### src/hdl/ecg_pkg.sv
// Purpose: Shared codes, widths and carrier types for the event channel generator mux
// Assumes: One peripheral clock; generator inputs are levels or one-cycle strobes
// Notes: Codes are the 8-bit channel selection values
package ecg_pkg;

  // ----------------------------------------------------------------
  // Widths and counts
  // ----------------------------------------------------------------
  localparam int ECG_SEL_W = 8;
  localparam int ECG_NUM_CHANNELS = 10;
  localparam int ECG_NUM_SERIAL = 6;
  localparam int ECG_NUM_SPI = 2;
  localparam int ECG_NUM_TYPE_B = 5;
  localparam int ECG_PORT_PINS = 8;

  // ----------------------------------------------------------------
  // Selection codes
  // ----------------------------------------------------------------
  localparam logic [7:0] ECG_CODE_OFF = 8'h00;
  localparam logic [7:0] ECG_CODE_PIN_LO = 8'h40;
  localparam logic [7:0] ECG_CODE_PIN_HI = 8'h48;
  localparam logic [7:0] ECG_CODE_SERIAL = 8'h60;
  localparam logic [7:0] ECG_CODE_SPI = 8'h68;
  localparam logic [7:0] ECG_CODE_TA0 = 8'h80;
  localparam logic [7:0] ECG_CODE_TA1 = 8'h88;
  localparam logic [7:0] ECG_CODE_TB = 8'hA0;
  localparam logic [7:0] ECG_CODE_DT = 8'hB0;

  // Field offsets inside a type-A timer code group
  localparam logic [2:0] ECG_TA_OVERFLOW_OR_LOW_UNDERFLOW = 3'h0;
  localparam logic [2:0] ECG_TA_HIGH_BYTE_UNDERFLOW = 3'h1;
  localparam logic [2:0] ECG_TA_CMP0 = 3'h4;
  localparam logic [2:0] ECG_TA_CMP1 = 3'h5;
  localparam logic [2:0] ECG_TA_CMP2 = 3'h6;

  // Channel selection reset value
  localparam logic [7:0] ECG_SEL_RESET = 8'h00;

  // ----------------------------------------------------------------
  // Carrier types
  // ----------------------------------------------------------------
  typedef struct packed {
    logic overflow_or_low_underflow;
    logic high_byte_underflow;
    logic compare0_match;
    logic compare1_match;
    logic compare2_match;
  } ecg_type_a_t;

  typedef struct packed {
    logic capture_flag_event;
    logic counter_overflow_event;
  } ecg_type_b_t;

  typedef struct packed {
    logic match_b_clear;
    logic match_a_set;
    logic match_b_set;
    logic programmable_event_out;
  } ecg_dead_time_t;

  // Synchronous generators, sampled on the peripheral clock
  typedef struct packed {
    logic [5:0] serial_host_clock;
    logic [1:0] spi_host_clock;
    ecg_type_a_t type_a_timer_zero;
    ecg_type_a_t type_a_timer_one;
    ecg_type_b_t [4:0] type_b_timer;
  } ecg_sync_gen_t;

  // Asynchronous generators: pin levels and dead-time timer events
  typedef struct packed {
    logic [7:0] io_port_a;
    logic [7:0] io_port_b;
    logic [7:0] io_port_c;
    logic [7:0] io_port_d;
    logic [7:0] io_port_e;
    logic [7:0] io_port_f;
    logic [7:0] io_port_g;
    ecg_dead_time_t dead_time_timer;
  } ecg_async_gen_t;

  // Input driver enables of every pin, one byte a port, ports a to g
  typedef logic [6:0][7:0] ecg_pin_enable_t;

endpackage : ecg_pkg

### src/hdl/ecg_channel_sel.sv
// Purpose: One event channel: decodes its selection code into one generator
// Assumes: Sync inputs are already registered by the caller's clock domain
// Notes: Pin ports depend on the channel pair index
`timescale 1ns/10ps
module ecg_channel_sel
  import ecg_pkg::*;
#(
  parameter int CHANNEL = 0
) (
  input wire logic clock,
  input wire logic reset_n,
  input wire logic [7:0] sel,
  input wire ecg_sync_gen_t sync_gen,
  input wire ecg_async_gen_t async_gen,
  input wire ecg_pin_enable_t pin_enable,
  output logic event_out,
  output logic is_async
);

  // ----------------------------------------------------------------
  // Pin levels gated by their input driver
  // ----------------------------------------------------------------
  wire logic [7:0] port_a_lvl = async_gen.io_port_a & pin_enable[0];
  wire logic [7:0] port_b_lvl = async_gen.io_port_b & pin_enable[1];
  wire logic [7:0] port_c_lvl = async_gen.io_port_c & pin_enable[2];
  wire logic [7:0] port_d_lvl = async_gen.io_port_d & pin_enable[3];
  wire logic [7:0] port_e_lvl = async_gen.io_port_e & pin_enable[4];
  wire logic [7:0] port_f_lvl = async_gen.io_port_f & pin_enable[5];
  wire logic [7:0] port_g_lvl = async_gen.io_port_g & pin_enable[6];

  // Pair index picks which ports the pin codes reach
  localparam int PAIR = CHANNEL / 2;
  // Pairs four and up own no port on the lower pin codes, pairs three and up none on the upper
  localparam bit HAS_PIN_LO = (PAIR < 4);
  localparam bit HAS_PIN_HI = (PAIR < 3);
  wire logic [7:0] pin_lo_port = (PAIR == 0) ? port_a_lvl :
                                 (PAIR == 1) ? port_c_lvl :
                                 (PAIR == 2) ? port_e_lvl :
                                 (PAIR == 3) ? port_g_lvl : 8'h00;
  wire logic [7:0] pin_hi_port = (PAIR == 0) ? port_b_lvl :
                                 (PAIR == 1) ? port_d_lvl :
                                 (PAIR == 2) ? port_f_lvl : 8'h00;

  // ----------------------------------------------------------------
  // Type-A timer event picked by the low three code bits
  // ----------------------------------------------------------------
  function automatic logic ta_pick(input ecg_type_a_t t, input logic [2:0] f);
    case (f)
      ECG_TA_OVERFLOW_OR_LOW_UNDERFLOW: ta_pick = t.overflow_or_low_underflow;
      ECG_TA_HIGH_BYTE_UNDERFLOW: ta_pick = t.high_byte_underflow;
      ECG_TA_CMP0: ta_pick = t.compare0_match;
      ECG_TA_CMP1: ta_pick = t.compare1_match;
      ECG_TA_CMP2: ta_pick = t.compare2_match;
      default: ta_pick = 1'b0;
    endcase
  endfunction : ta_pick

  wire logic [4:0] hi5 = sel[7:3];
  wire logic [2:0] lo3 = sel[2:0];
  wire logic [3:0] tb_idx = sel[4:1];
  wire logic [7:0] dt_vec = {4'h0, async_gen.dead_time_timer};

  logic sync_sel;
  logic async_sel;
  logic async_hit;

  // ----------------------------------------------------------------
  // Decode
  // ----------------------------------------------------------------
  always_comb begin
    sync_sel = 1'b0;
    async_sel = 1'b0;
    async_hit = 1'b0;
    if (sel == ECG_CODE_OFF) begin
      sync_sel = 1'b0;
    end else if (hi5 == ECG_CODE_PIN_LO[7:3]) begin
      if (HAS_PIN_LO) begin
        async_sel = pin_lo_port[lo3];
        async_hit = 1'b1;
      end
    end else if (hi5 == ECG_CODE_PIN_HI[7:3]) begin
      if (HAS_PIN_HI) begin
        async_sel = pin_hi_port[lo3];
        async_hit = 1'b1;
      end
    end else if (hi5 == ECG_CODE_SERIAL[7:3]) begin
      if (lo3 < 3'(ECG_NUM_SERIAL)) begin
        sync_sel = sync_gen.serial_host_clock[lo3];
      end
    end else if (hi5 == ECG_CODE_SPI[7:3]) begin
      if (lo3 < 3'(ECG_NUM_SPI)) begin
        sync_sel = sync_gen.spi_host_clock[lo3[0]];
      end
    end else if (hi5 == ECG_CODE_TA0[7:3]) begin
      sync_sel = ta_pick(sync_gen.type_a_timer_zero, lo3);
    end else if (hi5 == ECG_CODE_TA1[7:3]) begin
      sync_sel = ta_pick(sync_gen.type_a_timer_one, lo3);
    end else if (sel[7:4] == ECG_CODE_TB[7:4]) begin
      if (tb_idx < 4'(ECG_NUM_TYPE_B)) begin
        sync_sel = sel[0] ? sync_gen.type_b_timer[tb_idx].counter_overflow_event
                          : sync_gen.type_b_timer[tb_idx].capture_flag_event;
      end
    end else if (hi5 == ECG_CODE_DT[7:3]) begin
      if (lo3 < 3'h4) begin
        async_sel = dt_vec[3'h3 - lo3];
        async_hit = 1'b1;
      end
    end
  end

  // ----------------------------------------------------------------
  // Output: async passes straight, sync is registered once
  // ----------------------------------------------------------------
  logic sync_q;
  logic sync_d;
  assign sync_d = sync_sel;

  always_ff @(posedge clock) begin
    if (!reset_n) begin
      sync_q <= 1'b0;
    end else begin
      sync_q <= sync_d;
    end
  end

  assign is_async = async_hit;
  assign event_out = async_hit ? async_sel : sync_q;

endmodule : ecg_channel_sel

### src/hdl/ecg_event_channel_generator_mux.sv
// Purpose: Generator selection multiplexer for all event channels
// Assumes: Selection codes come from outside; no register bus
// Notes: Sync sources reach users one clock after the generator strobe
`timescale 1ns/10ps
module ecg_event_channel_generator_mux
  import ecg_pkg::*;
#(
  parameter int NUM_CHANNELS = ECG_NUM_CHANNELS
) (
  input wire logic clock,
  input wire logic reset_n,
  input wire logic [NUM_CHANNELS-1:0][7:0] channel_select,
  input wire ecg_sync_gen_t sync_gen,
  input wire ecg_async_gen_t async_gen,
  input wire ecg_pin_enable_t pin_enable,
  output logic [NUM_CHANNELS-1:0] event_channel,
  output logic [NUM_CHANNELS-1:0] channel_is_async
);

  // ----------------------------------------------------------------
  // One selector per channel
  // ----------------------------------------------------------------
  for (genvar ch = 0; ch < NUM_CHANNELS; ch++) begin : g_channel
    ecg_channel_sel #(
      .CHANNEL(ch)
    ) u_sel (
      .clock(clock),
      .reset_n(reset_n),
      .sel(channel_select[ch]),
      .sync_gen(sync_gen),
      .async_gen(async_gen),
      .pin_enable(pin_enable),
      .event_out(event_channel[ch]),
      .is_async(channel_is_async[ch])
    );
  end

endmodule : ecg_event_channel_generator_mux

### config.mk
export PLATFORM = sky130hd
export DESIGN_NAME = ecg_event_channel_generator_mux
export DESIGN_NICKNAME = d
export VERILOG_FILES = /design/src/hdl/ecg_pkg.sv /design/src/hdl/ecg_channel_sel.sv /design/src/hdl/ecg_event_channel_generator_mux.sv
export SDC_FILE = /design/constraint.sdc
export NUM_CORES = 1
export LEC_CHECK = 0
export BUFFER_PORTS_ARGS = -buffer_cell sky130_fd_sc_hd__buf_2
export CORE_MARGIN = 5
export CORE_UTILIZATION = 54
export CTS_CLUSTER_SIZE = 28
export DETAILED_ROUTE_END_ITERATION = 10
export PLACE_DENSITY = 0.92
export REMOVE_ABC_BUFFERS = 1
export SYNTH_ARGS = -nofsm -noshare
export SYNTH_HDL_FRONTEND = slang
export SYNTH_SLANG_ARGS = --single-unit
### constraint.sdc
create_clock -name clock -period 3.2 [get_ports clock]
set_clock_uncertainty 0.1 [all_clocks]
set_input_delay 0.32 -clock clock [delete_from_list [all_inputs] [get_ports clock]]
set_output_delay 0.32 -clock clock [all_outputs]
set_load 0.005 [all_outputs]
* Word level (Yosys, flattened, before mapping)
Index checks and enable logic that the tools add are counted.
Storage, ports and cells: register bits after elaboration 10, input port bits 226, word-level logic and storage cells 686
Cells by class: $add $sub $neg 10, order comparisons 80, equal/unequal tests 120, muxes and demuxes 428, bitwise logic cells 8, reduce and logical (&&, ||, !) cells 30
Operator list (count):
- $mux W1 | 354
- $eq A5 B4 Y1 const B | 40
- $eq A5 B5 Y1 const B | 30
- $bmux W1 S3 | 34
- $pmux W1 S5 | 20
- $eq A3 B3 Y1 const B | 30
- $logic_not A8 Y1 | 10
- $lt A3 B4 Y1 const B | 20
- $bmux W2 S3 | 10
- $lt A3 B3 Y1 const B | 20
- $and A8 B8 Y8 | 7
- $eq A4 B4 Y1 const B | 10
- $lt A4 B3 Y1 const B | 10
- $lt A4 B4 Y1 const B | 10
- $reduce_or A4 Y1 | 10
- $eq A3 B1 Y1 const B | 10
- $logic_not A3 Y1 | 10
- $lt A3 B2 Y1 const B | 10
- $sub A2 B3 Y3 const A | 10
- $lt A1 B2 Y1 const B | 10
- $mux W2 | 10
- $not A1 Y1 | 1

* Depth between registers and ports, before layout
depth after elaboration 14, depth in mapped cells 8, mapped depth without buffers 5

* By module
A second synthesis with hierarchy kept.
Unflattened totals: cells, all modules 840, area, all modules 6053.3 um2
Modules (own cells, without submodules):
- ecg_channel_sel at g_channel[0].u_sel ... | times used 6, cells an instance 94, area an instance 660.6 um2
- ecg_channel_sel at g_channel[6].u_sel ... | times used 2, cells an instance 80, area an instance 570.5 um2
- ecg_channel_sel at g_channel[8].u_sel ... | times used 2, cells an instance 58, area an instance 474.2 um2

* Worst setup path before layout
Ideal clock, no wire load.
path kind input to output, from in channel_select[2] in the netlist's numbering, to out event_channel[0], data arrival time 1.681 ns, required time 2.780 ns, slack 1.099 ns, cell stages on the path 5, path buffers 2, cells stage by stage buf_6 > mux4_1 > mux4_2 > a31oi_1 > buf_4
On the way: word-level cells in the longest chain between the ends 14, elaborated cells on any way between the ends 30, those cells by class add/sub (1); order compare (1); mux (27); reduce/logical (1)
Ends and longest elaborated chain:
- from (decl) | line ecg_event_channel_generator_mux.sv:12 | input wire logic [NUM_CHANNELS-1:0][7:0] channel_select,
- $sub A2 B3 Y3 | line ecg_channel_sel.sv:105 | async_sel = dt_vec[3'h3 - lo3];
- $bmux W1 S3 | line ecg_channel_sel.sv:105
- $mux W1 (implied by the code) | line ecg_channel_sel.sv:105
- $mux W1 | line ecg_channel_sel.sv:104 | if (lo3 < 3'h4) begin
- $mux W1 | line ecg_channel_sel.sv:103 | end else if (hi5 == ECG_CODE_DT[7:3]) begin
- $mux W1 | line ecg_channel_sel.sv:98 | end else if (sel[7:4] == ECG_CODE_TB[7:4]) begin
- $mux W1 | line ecg_channel_sel.sv:96 | end else if (hi5 == ECG_CODE_TA1[7:3]) begin
- $mux W1 | line ecg_channel_sel.sv:94 | end else if (hi5 == ECG_CODE_TA0[7:3]) begin
- $mux W1 | line ecg_channel_sel.sv:90 | end else if (hi5 == ECG_CODE_SPI[7:3]) begin
- $mux W1 | line ecg_channel_sel.sv:86 | end else if (hi5 == ECG_CODE_SERIAL[7:3]) begin
- $mux W1 | line ecg_channel_sel.sv:81 | end else if (hi5 == ECG_CODE_PIN_HI[7:3]) begin
- $mux W1 | line ecg_channel_sel.sv:76 | end else if (hi5 == ECG_CODE_PIN_LO[7:3]) begin
- $mux W1 | line ecg_channel_sel.sv:74 | if (sel == ECG_CODE_OFF) begin
- $mux W1 * | line ecg_channel_sel.sv:127 | assign event_out = async_hit ? async_sel : sync_q;
- to (decl) | line ecg_event_channel_generator_mux.sv:16 | output logic [NUM_CHANNELS-1:0] event_channel,
Mark *: on every way between the ends. The rest lies on a longest branch, timed or not. The select of a mux whose other input is x is not followed.

* Worst setup path after layout
from in channel_select[24] in the netlist's numbering, to out event_channel[3]
The elaborated chain is that of the path after synthesis.

==> flow_metrics.env <==
export IMPL_avgSynthCellArea_sq_um=7.52
export IMPL_grt_pass1_wl_um=32400
export IMPL_tns_ns=0
export IMPL_synth_top_area_cell="mux4_2"
export IMPL_critPathRequiredTime_ns=2.78
export IMPL_areaGrowthSynthToFinish_pct=15.9
export IMPL_synthTopCellsByArea="mux4_2, mux2i_1, nand2_1"
export IMPL_slew_violations=0
export IMPL_cts_root_buf="clkbuf_8"
export IMPL_synth_top_area_share_pct=18.9
export IMPL_viasPerCell=6.69
export IMPL_synth_seq_cells=10
export IMPL_drc=0
export IMPL_drt_pass1_iter_count=5
export IMPL_numCtsBuffers=3
export IMPL_die_area_sq_mm=0.0128
export IMPL_p_switching_uw=515
export IMPL_top_level_ports=246
export IMPL_rsz0062_at_grt="false"
export IMPL_start_util_pct=55.5
export IMPL_seq_area_frac_synth_pct=3.49
export IMPL_synth_area_sq_mm=0.00573
export IMPL_drive_gt1_share_pct=36.3
export IMPL_largest_reg_flops=10
export IMPL_async_reset_ff_share_pct=0
export IMPL_grt_max_degree=27
export IMPL_cpMostUsedCell="buf_2"
export IMPL_die_h_um=113
export IMPL_grt_ovfl_total=0
export IMPL_top_regs="g_channel.u_sel.sync_q x10"
export IMPL_cp_slowest_cell="a2111oi_0"
export IMPL_final_util_pct=64.3
export IMPL_clk_pin_slew_worst_paths_ns=0.08
export IMPL_cp_max_fo=21
export IMPL_min_path_type="input pin to flop"
export IMPL_die_w_um=113
export IMPL_grt_pass1_vias=6650
export IMPL_worstHoldStart="channel_select[76]"
export IMPL_final_common_cell="buf_2"
export IMPL_nets=1135
export IMPL_drt_iter0_markers=723
export IMPL_busiest_layer="met2"
export IMPL_hold_violations=0
export IMPL_synth_edf_count=0
export IMPL_worstSetupStartpoint="channel_select[24]"
export IMPL_cts_setup_buffers=0
export IMPL_p_sw_share_pct=46.0
export IMPL_coreArea_sq_mm=0.0103
export IMPL_cts_hold_buf=0
export IMPL_dp_hpwl_um=15400
export IMPL_worstPathCellList="buf_2 -> inv_1 -> mux4_2 -> a2111oi_0 -> nor3b_1 -> buf_2"
export IMPL_cellLeakagePower_nw=2.86
export IMPL_setup_worst_path_start_class="input pin"
export IMPL_synth_ff_type="dfxtp_1"
export IMPL_numPortBuffers=245
export IMPL_intPower_uw=604
export IMPL_cp_end_kind="output port"
export IMPL_top_register="g_channel.u_sel.sync_q"
export IMPL_worst_pin_slew_ns=0.545
export IMPL_ant_nets=0
export IMPL_worstPathArrival_ns=1.98
export IMPL_period_needed_ns=2.40
export IMPL_antenna_found_initial=1
export IMPL_routabilityCongestion=0.948
export IMPL_p_clk_share_pct=17.2
export IMPL_min_period_over_period_pct=75.1
export IMPL_use_met2_pct=48.7
export IMPL_globalRouteMet1Util_pct=39.9
export IMPL_detail_route_wl_per_cell_um=20.2
export IMPL_p_comb_share_pct=71.3
export IMPL_cts_resized=0
export IMPL_slew_headroom_pct=63.2
export IMPL_layout_common_cells="buf_2, nand2_1, mux2i_1"
export IMPL_via_count=6991
export IMPL_p_total_mw=1.12
export IMPL_timing_fmax_mhz=416
export IMPL_clock_sinks=10
export IMPL_critPathMaxStageDelay_ns=0.48
export IMPL_status="finished, final reports clean"
export IMPL_crit_type="input pin to output port"
export IMPL_grt_met3_usage_pct=6.68
export IMPL_cts_htree_levels=1
export IMPL_rows=37
export IMPL_max_cap_viol_count=0
export IMPL_grt_total_usage_pct=30.7
export IMPL_syn_inst=762
export IMPL_wl_um=21100
export IMPL_ys_warn_count=0
export IMPL_seqPwrFrac_pct=11.5
export IMPL_peakVddDrop_mv=0.0934
export IMPL_tritoncts="built"
export IMPL_power_density_mw_per_mm2=169
export IMPL_setup_viol=0
export IMPL_clk_path_buf_depth=2
export IMPL_synth_cell_type_count=72
routing by layer:
metal	up-vias	wire length, um
met1	3180	7860
met2	503	9570
met5	-	0
met4	0	984
li1	3212	-
met3	96	2700
critical path, delay by kind of cell:
kind	cells	cell delay (ns)
and+or+nand+nor	1	0.09
buffers and inverters	3	0.65
AOI/OAI and AO/OA	1	0.48
muxes	1	0.44
stage by stage:
step	cells	hold slack, ns	setup WS (ns)	cell area (sq um)
after floorplan	659	0.336	1.28	5190
final	1045	0.284	0.797	6640
after detailed placement	1040	0.538	0.801	6580
after global placement	1040	0.531	0.853	6580
after CTS	1044	0.264	0.804	6640
after global routing	1045	0.287	0.627	6640
layout make-up:
class                   count  area [sq um]
flip-flops and latches     10           200
multi-input cells         626          4900
well taps                 136           170
fillers                   946          3680
inverters                  23          86.3
clock buffers               4          55.1
diodes                      1          2.50
repair buffers            245          1230
worst paths after layout:
check	endpoint	slack (ns)	depth (start not counted)
setup / recovery	event_channel[3]	0.80	6
hold / removal	g_channel[9].u_sel.sync_q	0.28	3
power groups by stage:
stage                     clock network, mW  registers, mW  logic, mW
after floorplan                           0          0.131      0.379
after global placement                    0          0.132      0.761
after detailed placement                  0          0.132      0.778
after CTS                             0.192          0.129      0.781
after global routing                  0.199          0.129      0.862
final                                 0.193          0.129      0.798
cells in the mapped netlist (all sizes together) (10+ instances only):
cell type  instances
nor2b             24
buf               72
clkbuf            31
dfxtp             10
nand3b            10
nand2b            11
inv               23
nand3             53
o211ai            12
nor2              45
nor3              16
o21ai             51
a21oi             25
a31oi             15
mux4              51
nand2             79
mux2i             57
mux2              26
cell families after synthesis:
| group | share of synthesized area (%) |
|---|---|
| simple gates | 28.5 |
| compound gates | 21.7 |
| mux | 35.3 |
| buf+inv | 11.0 |
| flops | 3.49 |
Note: power is estimated with default switching activity, not from simulation.
